[src/core/vic_pkg.sv]
package vic_pkg;
    localparam logic [7:0] CTRL_ADDR = 8'h0b;
    localparam logic [7:0] CTRL_RESET = 8'h00;
    localparam int MASTER_BIT = 0;
    localparam int ENABLE_LSB = 1;
    localparam int FLAG_LSB = 4;
    localparam int NUM_SRC = 3;
    localparam int PC_W = 13;
    localparam logic [12:0] VEC_PIN = 13'h004;
    localparam logic [12:0] VEC_TIMER_A = 13'h008;
    localparam logic [12:0] VEC_TIMER_B = 13'h00c;
    localparam int STACK_DEPTH = 16;
    localparam logic [7:0] MASK_REG = 8'h7f;
    typedef logic [12:0] vic_pc_t;
endpackage : vic_pkg

[src/core/vic_stack_if.sv]
`timescale 1ns/1ps
`default_nettype none
// push and pop strobes towards the return stack tracker
interface vic_stack_if;
    logic push;
    logic pop;
    logic full;
    logic [4:0] level;
    modport tracker (input push, input pop, output full, output level);
    modport user (output push, output pop, input full, input level);
endinterface : vic_stack_if
`default_nettype wire

[src/core/vic_control.sv]
`timescale 1ns/1ps
`default_nettype none
// interrupt control: latches requests, arbitrates on phase-two ticks
module vic_control #(
    parameter int DEPTH = vic_pkg::STACK_DEPTH
) (
    input wire logic mclk,
    input wire logic rst,
    input wire logic [7:0] dataAddr,
    input wire logic dataWrEn,
    input wire logic [7:0] dataWrData,
    output var logic [7:0] dataRdData,
    input wire logic extIrqPinN,
    input wire logic timerAOverflow,
    input wire logic timerBOverflow,
    input wire logic secondClockPhase,
    input wire logic callPush,
    input wire logic returnFromCall,
    input wire logic returnFromIrq,
    output var logic irqTake,
    output var logic [12:0] irqVector,
    output var logic wakeRequest,
    output var logic stackFull
);
    localparam int N = vic_pkg::NUM_SRC;
    localparam int FL = vic_pkg::FLAG_LSB;
    localparam int EL = vic_pkg::ENABLE_LSB;

    // refused at elaboration: the core's stack has a fixed depth
    if (DEPTH != vic_pkg::STACK_DEPTH) begin : g_bad_depth
        $error("vic_control: return stack depth is fixed at 16");
    end

    // lowest index wins: pin, then timer a, then timer b
    function automatic logic [2:0] vic_pick(input logic [2:0] req);
        vic_pick = req & ~(req - 3'h1);
    endfunction : vic_pick

    function automatic vic_pkg::vic_pc_t vic_vector(input logic [2:0] one);
        vic_vector = one[0] ? vic_pkg::VEC_PIN :
                     one[1] ? vic_pkg::VEC_TIMER_A :
                     vic_pkg::VEC_TIMER_B;
    endfunction : vic_vector

    vic_stack_if stk ();

    vic_stack_track #(.DEPTH(DEPTH)) u_track (
        .mclk(mclk),
        .rst(rst),
        .stk(stk)
    );

    logic [7:0] ctrlReg;
    logic pinPrev;
    logic [7:0] next_interrupt_control;
    logic [2:0] hwSet;
    logic [2:0] ready;
    logic [2:0] winner;
    logic [2:0] ackClr;
    logic wrHit;
    logic ackNow;
    logic masterOn;
    logic next_master;
    logic [2:0] flags;
    logic [2:0] enables;

    assign masterOn = ctrlReg[vic_pkg::MASTER_BIT];
    assign flags = ctrlReg[FL +: N];
    assign enables = ctrlReg[EL +: N];
    assign wrHit = dataWrEn && (dataAddr == vic_pkg::CTRL_ADDR);

    // request sources; the pin edge is taken from the previous sample
    assign hwSet[0] = pinPrev && !extIrqPinN;
    assign hwSet[1] = timerAOverflow;
    assign hwSet[2] = timerBOverflow;

    // arbitration only on a phase-two tick, so any request that arrived
    // since the previous tick is judged together with the others
    assign ready = flags & enables;
    assign winner = vic_pick(ready);
    assign ackNow = secondClockPhase && masterOn && (ready != 3'h0) &&
                    !stk.full;
    assign ackClr = ackNow ? winner : 3'h0;

    // master enable: acknowledge beats a return, a return beats a write
    assign next_master = ackNow ? 1'b0 :
                         returnFromIrq ? 1'b1 :
                         wrHit ? dataWrData[vic_pkg::MASTER_BIT] :
                         masterOn;

    // flags: a hardware set in the same cycle beats any clear, and a
    // cleared master enable never stops a flag from latching
    genvar g;
    generate
        for (g = 0; g < N; g++) begin : g_src
            assign next_interrupt_control[FL + g] = hwSet[g] || (!ackClr[g] &&
                (wrHit ? dataWrData[FL + g] : flags[g]));
            assign next_interrupt_control[EL + g] = wrHit ? dataWrData[EL + g] :
                                       enables[g];
        end
    endgenerate
    assign next_interrupt_control[vic_pkg::MASTER_BIT] = next_master;
    assign next_interrupt_control[7] = 1'b0; // unused bit reads zero

    // only the program counter goes on the stack; the core saves the rest
    assign stk.push = callPush || ackNow;
    assign stk.pop = returnFromCall || returnFromIrq;

    // control register and pin edge history
    always_ff @(posedge mclk or posedge rst) begin
        if (rst) begin
            ctrlReg <= vic_pkg::CTRL_RESET;
            pinPrev <= 1'b1;
        end else begin
            ctrlReg <= next_interrupt_control & vic_pkg::MASK_REG;
            pinPrev <= extIrqPinN;
        end
    end

    // core-facing outputs, one cycle after the decision
    always_ff @(posedge mclk or posedge rst) begin
        if (rst) begin
            irqTake <= 1'b0;
            irqVector <= 13'h000;
            wakeRequest <= 1'b0;
            dataRdData <= 8'h00;
        end else begin
            irqTake <= ackNow;
            irqVector <= ackNow ? vic_vector(winner) : irqVector;
            wakeRequest <= (next_interrupt_control[FL +: N] != 3'h0);
            dataRdData <= (dataAddr == vic_pkg::CTRL_ADDR) ? ctrlReg : 8'h00;
        end
    end

    assign stackFull = stk.full;
endmodule : vic_control
`default_nettype wire

[src/core/vic_stack_track.sv]
`timescale 1ns/1ps
`default_nettype none
// follows the return stack pointer; the stack itself lives in the core
module vic_stack_track #(
    parameter int DEPTH = vic_pkg::STACK_DEPTH
) (
    input wire logic mclk,
    input wire logic rst,
    vic_stack_if.tracker stk
);
    localparam logic [4:0] TOP = 5'(DEPTH);

    // refused at elaboration: the level counter is five bits wide
    if (DEPTH < 1 || DEPTH > 31) begin : g_bad_depth
        $error("vic_stack_track: DEPTH must be 1..31");
    end

    logic [4:0] level;
    logic atTop;
    logic empty;
    logic [4:0] next_level;

    assign atTop = (level == TOP);
    assign empty = (level == 5'h00);
    // a push on a full stack overwrites the oldest entry, so depth saturates
    assign next_level = (stk.push && !stk.pop && !atTop) ? level + 5'h01 :
                        (stk.pop && !stk.push && !empty) ? level - 5'h01 :
                        level;

    // level and full are registered together so they never disagree
    always_ff @(posedge mclk or posedge rst) begin
        if (rst) begin
            level <= 5'h00;
            stk.full <= 1'b0;
        end else begin
            level <= next_level;
            stk.full <= (next_level == TOP);
        end
    end

    assign stk.level = level;
endmodule : vic_stack_track
`default_nettype wire

[config.mk]
export PLATFORM = sky130hd
export DESIGN_NAME = vic_control
export DESIGN_NICKNAME = d
export VERILOG_FILES = /design/src/core/vic_pkg.sv /design/src/core/vic_stack_if.sv /design/src/core/vic_control.sv /design/src/core/vic_stack_track.sv
export SDC_FILE = /design/constraint.sdc
export NUM_CORES = 1
export LEC_CHECK = 0
export BUFFER_PORTS_ARGS = -buffer_cell sky130_fd_sc_hd__buf_2
export CORE_ASPECT_RATIO = 0.6
export CORE_UTILIZATION = 51
export DETAILED_ROUTE_END_ITERATION = 12
export PLACE_DENSITY = 0.82
export RECOVER_POWER = 50
export SYNTH_ARGS = -nofsm -noshare
export SYNTH_HDL_FRONTEND = slang
export SYNTH_SLANG_ARGS = --single-unit
[constraint.sdc]
create_clock -name mclk -period 3.6 [get_ports mclk]
set_clock_uncertainty 0.1 [all_clocks]
set_input_delay 0.18 -clock mclk [delete_from_list [all_inputs] [get_ports mclk]]
set_output_delay 0.18 -clock mclk [all_outputs]
set_load 0.02 [all_outputs]
# Yosys cells after proc, flatten, opt, wreduce, memory -nomap -nowiden
# Cells that the tools add are included.
totals:
  wordCells: 61
  in_bits: 26
  reg_bits: 36
classes:
  n_reduce_logical: 30
  add_sub_neg: 3
  bitwise: 3
  n_eq_ne: 3
  mux: 12
op_table:
  columns: ["cell", "count"]
  rows:
  - ["logical AND 1 bit", 12]
  - ["== test 5 bit, second input constant", 2]
  - ["two-way mux 5 bit", 2]
  - ["zero test 1 bit", 9]
  - ["nonzero test 3 bit", 3]
  - ["== test 8 x 4 -> 1 bit, second input constant", 1]
  - ["two-way mux 7 bit", 1]
  - ["AND 3 bit", 2]
  - ["two-way mux 1 bit", 6]
  - ["two-way mux 3 bit", 2]
  - ["adder 5 x 1 -> 5 bit, second input constant", 1]
  - ["zero test 5 bit", 1]
  - ["logical OR 1 bit", 5]
  - ["subtractor 5 x 1 -> 5 bit, second input constant", 1]
  - ["two-way mux 4 bit", 1]
  - ["NOT 3 bit", 1]
  - ["subtractor 3 x 1 -> 3 bit, second input constant", 1]

# Depth between registers and ports, before layout
# Gate-level depths: netlist of run 1.
logic_depth:
  ltp_word: 11
  ltp_mapped: 8
  depth_no_buf: 8

# Hierarchy
# A second synthesis of run 1 with hierarchy kept.
unflattened:
  hier_cells: 120
  hier_area_um2: 1342.5
by_module_without_submodules:
  columns: ["mod", "n_inst", "cells_per_inst", "area_per_inst_um2"]
  rows:
  - ["vic_control", 1, 81, 919.6]
  - ["vic_stack_track", 1, 39, 422.9]

# Least setup slack after synthesis of run 1
# No wires, ideal clock.
synth_timing:
  path_type: "register to register"
  start: "register ctrlReg[6]"
  end: "register u_track.stk.full"
  n_path_buf: 0
  t_arrival_ps: 1612
  stages_incl_launch_ff: 7
  setup_ps: 101
  path_slack_ps: 1787
  cell_sequence: "dfrtp_1 -> a222oi_1 -> o21bai_2 -> nor2b_1 -> a22oi_1 -> xnor2_1 -> nor4_1"
synth_between:
  elab_chain_len: 11
  elab_cells_between_ends: 13
  classes_between: "eq/ne: 1; mux: 2; bitwise: 1; reduce/logical: 9"
synth_lines:
  columns: ["item", "line_no", "text"]
  rows:
  - ["start: declaration", "vic_control.sv:53", "logic [7:0] ctrlReg;"]
  - ["start signal: assignment", "vic_control.sv:112", "ctrlReg <= vic_pkg::CTRL_RESET;"]
  - ["start signal: assignment", "vic_control.sv:115", "ctrlReg <= next_interrupt_control & vic_pkg::MASK_REG;"]
  - ["AND 3 bit (*)", "vic_control.sv:79", "assign ready = flags & enables;"]
  - ["nonzero test 3 bit (*)", "vic_control.sv:81", "assign ackNow = secondClockPhase && masterOn && (ready != 3'h0) &&"]
  - ["logical AND 1 bit (*) (2 in series)", "vic_control.sv:81", null]
  - ["logical OR 1 bit (*)", "vic_control.sv:106", "assign stk.push = callPush || ackNow;"]
  - ["zero test 1 bit", "vic_stack_track.sv:27", "(stk.pop && !stk.push && !empty) ? level - 5'h01 :"]
  - ["logical AND 1 bit (2 in series)", "vic_stack_track.sv:27", null]
  - ["two-way mux 5 bit", "vic_stack_track.sv:27", null]
  - ["two-way mux 5 bit (*)", "vic_stack_track.sv:26", "assign next_level = (stk.push && !stk.pop && !atTop) ? level + 5'h01 :"]
  - ["net u_track.next_level[2]", "vic_stack_track.sv:21", "logic [4:0] next_level;"]
  - ["== test 5 bit (*)", "vic_stack_track.sv:37", "stk.full <= (next_level == TOP);"]
  - ["end signal: assignment", "vic_stack_track.sv:37", null]
  - ["end: declaration", "vic_stack_if.sv:9", "modport tracker (input push, input pop, output full, output level);"]
# Mark *: on every way through the listed nets, which the timed path passes. The rest lies on a longest branch.
# A chain may end at the register's enable or synchronous reset.

# Final worst setup path of run 1
layout_timing:
  start: "register u_track.level[0], in the netlist u_track.stk.level[0]"
  end: "register u_track.stk.full"
layout_between:
  elab_chain_len: 6
  elab_cells_between_ends: 11
  classes_between: "add/sub: 2; eq/ne: 2; mux: 2; reduce/logical: 5"
layout_lines:
  columns: ["item", "line_no", "text"]
  rows:
  - ["start: declaration", "vic_stack_track.sv:18", "logic [4:0] level;"]
  - ["start signal: assignment", "vic_stack_track.sv:36", "level <= next_level;"]
  - ["branches (longest 4 deep; another with subtractor 5 x 1 -> 5 bit)", null, null]
  - ["two-way mux 5 bit (*)", "vic_stack_track.sv:26", null]
  - ["net u_track.next_level[2]", "vic_stack_track.sv:21", null]
  - ["== test 5 bit (*)", "vic_stack_track.sv:37", null]
# Mark *: on every way through the listed nets, which the timed path passes.

==> results of run 1 <==
[worst max-delay path by stage]
stage / endpoint / slack, ns / cells past startpoint
after floorplan: u_track.stk.full / 1.79 / 6
after global placement: wakeRequest / 1.60 / 7
after CTS: u_track.stk.full / 1.56 / 7
after detailed placement: wakeRequest / 1.56 / 7
after global routing: u_track.stk.full / 1.36 / 7
final: u_track.stk.full / 1.54 / 7
[metal layers]
metal / vias up / routed length (microns) / GRT usage [%]
met5: - / 0 / 0
met4: 0 / 6 / 4.891
met3: 2 / 220 / 6.818
met2: 55 / 1074 / 33.42
met1: 432 / 1085 / 26.16
li1: 441 / - / -
[power breakdown]
group          total [W]  leakage [nW]  internal [W]  switching [W]
clock network   0.000161        0.0228     0.0000791      0.0000822
registers       0.000389         0.303      0.000334      0.0000556
logic           0.000258         0.435      0.000106       0.000152
[flip-flops by register name, summed over array words and instances, names as in the netlist]
name and flops:
ctrlReg 7, dataRdData 7, irqTake 1, irqVector 2
pinPrev 1, u_track.stk.full 1, u_track.stk.level 5, wakeRequest 1
[cells by family (layout without fill, tap and decap cells)]
| family | after synthesis | after routing |
|---|---|---|
| compound gates | 11 | 11 |
| xor+xnor | 4 | 4 |
| fa+ha+maj | 3 | 3 |
| buf+inv | 18 | 47 |
| flops | 25 | 25 |
| mux | 10 | 10 |
| other cells | 1 | 12 |
| simple gates | 41 | 41 |
[cell type report]
class	count	share of cell area, %
inverter	6	1.537
sequential	25	42.78
multi-input combinational	81	37.57
timing repair buffer	37	12.47
clock buffer	4	3.074
tap	30	2.562
[cells in the final DEF, fill, tap and decap left out, types with 4 or more instances in the layout]
| master | n |
|---|---|
| nand2_1 | 4 |
| dfrtp_1 | 24 |
| nand2b_1 | 4 |
| nor2_1 | 12 |
| mux2i_1 | 7 |
| inv_1 | 6 |
| clkbuf_1 | 7 |
| conb_1 | 12 |
| and2_2 | 7 |
| buf_2 | 30 |
[worst register-to-register path: stages, from the launching register on]
cell	delay, ns
dfrtp_1	0.45
inv_1	0.10
ha_1	0.26
a31oi_1	0.29
nor2b_1	0.24
a22oi_1	0.11
xnor2_1	0.16
nor4_1	0.25
[metrics by stage]
stage	setup slack, ns	area (sq um)	instances	hold WS (ns)
after global routing	1.357	1465	183	0.03065
after floorplan	1.787	1290	124	0.08448
final	1.541	1465	183	0.0008329
after detailed placement	1.557	1418	178	0.2024
after global placement	1.602	1418	178	0.1989
after CTS	1.563	1473	183	0.02772
[what timing repair did]
action / in CTS / in global routing
hold buffers: 1 / 0
endpoints found under the hold margin: 1 / 0
setup endpoints to repair: 0 / 0
==> flow_metrics.tcl, run 1 <==
set metrics [dict create \
    grt_pass1_vias 872 \
    ant_nets 0 \
    path_class "flop to flop" \
    portBuffers 36 \
    synthCells 113 \
    grt_start_max_net_pins 26 \
    dp_hpwl_microns 1855 \
    cts.clk_slew.worst_paths_ns 0.08 \
    powerDensity_nw_per_um2 552.1 \
    cts_buffer_depth 2 \
    initial_core_util_pct 55.63 \
    slew_viol_final 0 \
    finalHoldViolCount 0 \
    total_power_w 0.0008089 \
    place_congestion 0.7314 \
    p_leak_nw 0.7600 \
    critPathSlowestCell "dfrtp_1" \
    via_per_inst 5.082 \
    num_io_pins 50 \
    multi_input_area_sq_um 550.5 \
    setup_tns_ns 0 \
    drive_above_1_share_pct 31.37 \
    r2r-end "u_track.stk.full" \
    numCtsBuffers 3 \
    regArea_sq_um 626.9 \
    setup_viol 0 \
    tightest_slew_ns 0.9070 \
    grt_first_pass_wirelength_microns 3746 \
    critical_path_peak_fanout 5 \
    wl_per_cell_microns 13.04 \
    status "finished clean" \
    synth_top_family_by_area "simple AND/OR/NAND/NOR gates" \
    yosysWarnings 0 \
    endpoint_kind "flop" \
    cts.sinks 25 \
    synth_edf_count 0 \
    synth_commonest_cells "dfrtp_1 (24), buf_4 (12), nor2_1 (12)" \
    critPathMaxStageDelay_ns 0.45 \
    netlist_area_sq_um 1249 \
    antenna_found_initial 0 \
    crit_family "simple AND/OR/NAND/NOR gates" \
    post-route-util_pct 65.27 \
    totalWireLength_microns 2386 \
    via_count 930 \
    clk-insertion-delay-late_ns 0.26 \
    drc 0 \
    synth-main-ff-cell "dfrtp_1" \
    fin_crit_sh_pct 57.19 \
    yosysUniqueCellTypes 35 \
    grt_overflow 0 \
    cap_violations 0 \
    tritoncts "yes" \
    worstSetupStartpointType "flop" \
    synth_xor_area_share_pct 2.806 \
    synthSimpleGateAreaFrac_pct 19.54 \
    cts_root_buf "clkbuf_8" \
    synthAdderAreaFrac_pct 3.006 \
    vdd_ir_drop_max_v 0.0003476 \
    diodes 0 \
    fp.dieH_microns 40.33 \
    ys_seq_area_share_pct 50.20 \
    yosysMostFrequentCell "dfrtp_1" \
    grt_use_total_pct 20.22 \
    h-tree-depth 1 \
    coreArea_sq_um 2245 \
    rr_worst_depth 7 \
    synthTopCellsByArea "dfrtp_1 (48%), buf_4 (7.2%), mux2i_1 (5.6%), and2_2 (4.2%), nor2_1 (3.6%)" \
    fin_nets 183 \
    fmax_ghz 0.4857 \
    fillerInstances 191 \
    die-width_microns 65.88 \
    rsz0062_at_grt "no" \
    reg2reg_from "u_track.stk.level[0]" \
    arrival_ns 2.13 \
    worst-path-buf-inv 1 \
    critical_path_required_ns 3.67 \
    synth_area_leader_cell "dfrtp_1" \
    dr.pass1.iters 4 \
    synth-seq-cells 25 \
    crit_chain "inv_1 > ha_1 > a31oi_1 > nor2b_1 > a22oi_1 > xnor2_1 > nor4_1" \
    area_growth_pct 17.34 \
    syn_avg_cell_area_sq_um 11.05 \
    die_area_sq_um 2657 \
    muxShareOfSynthArea_pct 8.317 \
    synth-compound-area-share_pct 6.814 \
    hold_path_class "input pin to asynchronous set/reset pin" \
    async_reset_ff_share_pct 100.0 \
    crit_start "u_track.stk.level[0]" \
    std_cell_rows 13 \
    cts_resized 0 \
    synth_top_area_share_pct 48.10 \
    r2r_setup_slack_ns 1.54 \
    drt_iter0_markers 86 \
    min_period_ns 2.059 \
    post_cts_buffers 0 \
    maxSlewHeadroom_pct 39.46 \
]
Note: power is estimated with default switching activity, not from simulation.
==> inputs of run 2 (changes only) <==
Settings changed: ABC_AREA set to 1, CORE_UTILIZATION 51 to 44, PLACE_DENSITY 0.82 to 0.73.
Clock period 3.6 ns to 1.8 ns, I/O delays scaled along.
==> run 2 against run 1 <==
- via count is 23% higher
- count of clock-buffer cells in the layout stayed put
- critical path depth is 5 higher
- highest routed layer unchanged
==> flow_metrics.tcl, run 2 <==
set metrics [dict create \
    status "finished clean" \
    synth_area_leader_cell "dfrtp_1" \
    top_usage_layer "met1" \
    drive_above_1_share_pct 30.80 \
    swShare_pct 38.98 \
    fmax_ghz 0.6015 \
    synth-seq-cells 25 \
    num_io_pins 50 \
    tritoncts "yes" \
    rsz0062_at_grt "no" \
    syn_avg_cell_area_sq_um 8.223 \
    yosysMostFrequentCell "nand2_1" \
    die_area_sq_um 3472 \
    post-route-util_pct 59.20 \
    placed_cell_area_sq_um 1629 \
    grt_start_max_net_pins 26 \
    min_period_ns 1.663 \
    drt_iter0_markers 77 \
    crit_top_cell "nand2_1" \
    cts.clk_slew.worst_paths_ns 0.08 \
    final_area_sq_um 1755 \
    synth_top_area_share_pct 42.22 \
    cts_buffer_depth 2 \
    use_met2_pct 22.32 \
    dr.pass1.iters 4 \
    r2r_setup_slack_ns 0.14 \
    ant_nets 0 \
    path_class "flop to flop" \
    p_int_w 0.001088 \
    cap_violations 0 \
    totalWireLength_microns 2832 \
    critical_path_required_ns 1.91 \
    maxSlewHeadroom_pct 58.60 \
    layout_common_cells "nand2_1 (37), buf_2 (35), inv_1 (27)" \
    dp_hpwl_microns 2158 \
    die-width_microns 75.41 \
    grt_overflow 0 \
    crit_chain "inv_1 > ha_2 > nand3_2 > nand2_1 > inv_2 > nand2_4 > nand2_2 > nand2_1 > nand2_1 > nand2_1 > nand2_1 > nor2_1" \
    arrival_ns 1.77 \
    std_cell_rows 15 \
    setup_tns_ns 0 \
    netlist_area_sq_um 1423 \
    slew_viol_final 0 \
    gr-usage-met1_pct 28.94 \
    largestRegisters "ctrlReg x7, dataRdData x7, u_track.stk.level x5" \
    grt_use_met3_pct 5.973 \
    p_leak_nw 0.9975 \
    cts.sinks 25 \
    portBuffers 36 \
    layout_commonest_cell "nand2_1" \
    area_growth_pct 23.39 \
    power.switching_w 0.0006950 \
    clk-insertion-delay-late_ns 0.27 \
    synth_commonest_cells "nand2_1 (37), inv_1 (27), dfrtp_1 (24)" \
    yosysWarnings 0 \
    fin_crit_sh_pct 92.37 \
    endpoint_kind "flop" \
    synth-main-ff-cell "dfrtp_1" \
    h-tree-depth 1 \
    wl_per_cell_microns 10.65 \
    worst-path-buf-inv 2 \
    diodes 0 \
    synthTopCellsByArea "dfrtp_1 (42%), nand2_1 (9.8%), inv_1 (7.1%), buf_4 (6.3%), nor2_1 (5.0%)" \
    powerDensity_nw_per_um2 1016 \
    coreArea_sq_um 2965 \
    setup_viol 0 \
    critPathMaxStageDelay_ns 0.42 \
    critical_path_peak_fanout 6 \
    crit_family "simple AND/OR/NAND/NOR gates" \
    synthCells 173 \
    initial_core_util_pct 47.97 \
    worstSetupStartpointType "flop" \
    clkPwrFrac_pct 18.5 \
    via_count 1140 \
    finalHoldViolCount 0 \
    r2r-end "u_track.stk.full" \
    reg2reg_from "u_track.stk.level[1]" \
    pwr-share-comb_pct 39.4 \
    crit_end "u_track.stk.full" \
    cts_root_buf "clkbuf_8" \
    via_per_inst 4.286 \
    grt_pass1_vias 922 \
    place_congestion 0.9017 \
    drc 0 \
    antenna_found_initial 0 \
    grt_first_pass_wirelength_microns 4312 \
    tightest_slew_ns 0.6209 \
    fp.dieH_microns 46.05 \
    vdd_ir_drop_max_v 0.0004793 \
    async_reset_ff_share_pct 100.0 \
    min_from "returnFromIrq" \
    hold_path_class "input pin to flop" \
    yosysUniqueCellTypes 25 \
    synth_edf_count 0 \
    rr_worst_depth 12 \
    numCtsBuffers 3 \
    path_depth 12 \
    fin_nets 254 \
    crit_start "u_track.stk.level[1]" \
    critPathSlowestCell "dfrtp_1" \
    seq_power_share_pct 42.1 \
    grt_use_total_pct 18.23 \
    ys_seq_area_share_pct 44.06 \
]
==> run 2: cell count changes after synthesis, moves of 6 or more <==
| cell | delta |
|---|---|
| mux2i_1 | -7 |
| nor2_1 | +7 |
| nand3_1 | +12 |
| nand2_2 | +6 |
| inv_1 | +21 |
| and2_2 | -7 |
| nand2_1 | +33 |
==> run 2: worst register-to-register path: cells and delay by family, from the launching register on <==
family,cells,cell delay [ns]
simple gates,9,0.67
flops,1,0.42
fa+ha+maj,1,0.22
buf+inv,2,0.18
==> run 2: power by group through the flow <==
stage,logic [W],clock network (W),registers [W]
global placement,0.000660,0,0.000762
global route,0.000787,0.000367,0.000768
detailed placement,0.000666,0,0.000763
finish,0.000702,0.000330,0.000751
floorplan,0.000475,0,0.000778
CTS,0.000685,0.000342,0.000752
==> run 2: timing repair <==
item / in CTS / in global routing
hold buffers: 9 / 0
buffers inserted: 0 / 1
gates resized for setup: 0 / 1
setup endpoints to repair: 0 / 2
endpoints found under the hold margin: 32 / 0
==> run 2: kinds of logic after synthesis <==
logic type	share of synthesized area, %
other	0.2636
adder cells (fa/ha/maj)	2.639
flip-flops	44.06
AND/OR/NAND/NOR	32.63
XOR/XNOR	0.6158
AO/OA/AOI/OAI	4.926
buffers and inverters	14.86
==> run 2: layout make-up <==
| cell class | instances | area [sq um] |
|---|---|---|
| clock buffer | 4 | 45.04 |
| fill | 264 | 1210 |
| inverter | 32 | 121.4 |
| multi-input combinational | 115 | 623.1 |
| sequential | 25 | 626.9 |
| tap | 42 | 52.55 |
| timing repair buffer | 48 | 286.5 |
==> run 2: worst min path at each step <==
stage | end | depth (start not counted) | slack [ns]
after global placement | u_track.stk.level[3] | 3 | 0.06
after detailed placement | u_track.stk.level[3] | 3 | 0.06
after global routing | ctrlReg[5] | 3 | 0.002
after floorplan | pinPrev | 0 | -0.006
final | ctrlReg[0] | 3 | 0.007
after CTS | ctrlReg[5] | 3 | 0.002
==> run 2: stage by stage <==
| step | cells | setup WS, ns | total power, W | hold slack, ns |
|---|---|---|---|---|
| final | 266 | 0.1374 | 0.001783 | 0.006857 |
| after detailed placement | 253 | 0.1510 | 0.001429 | 0.05825 |
| after CTS | 266 | 0.05346 | 0.001779 | 0.001673 |
| after floorplan | 184 | 0.3221 | 0.001253 | -0.005522 |
| after global placement | 253 | 0.1992 | 0.001422 | 0.05907 |
| after global routing | 266 | 0.009498 | 0.001922 | 0.002427 |
==> run 2: layer usage <==
layer	wire length, microns	vias up
li1	-	611
met1	1553	490
met2	1065	37
met3	191	2
met4	21	0
met5	0	-
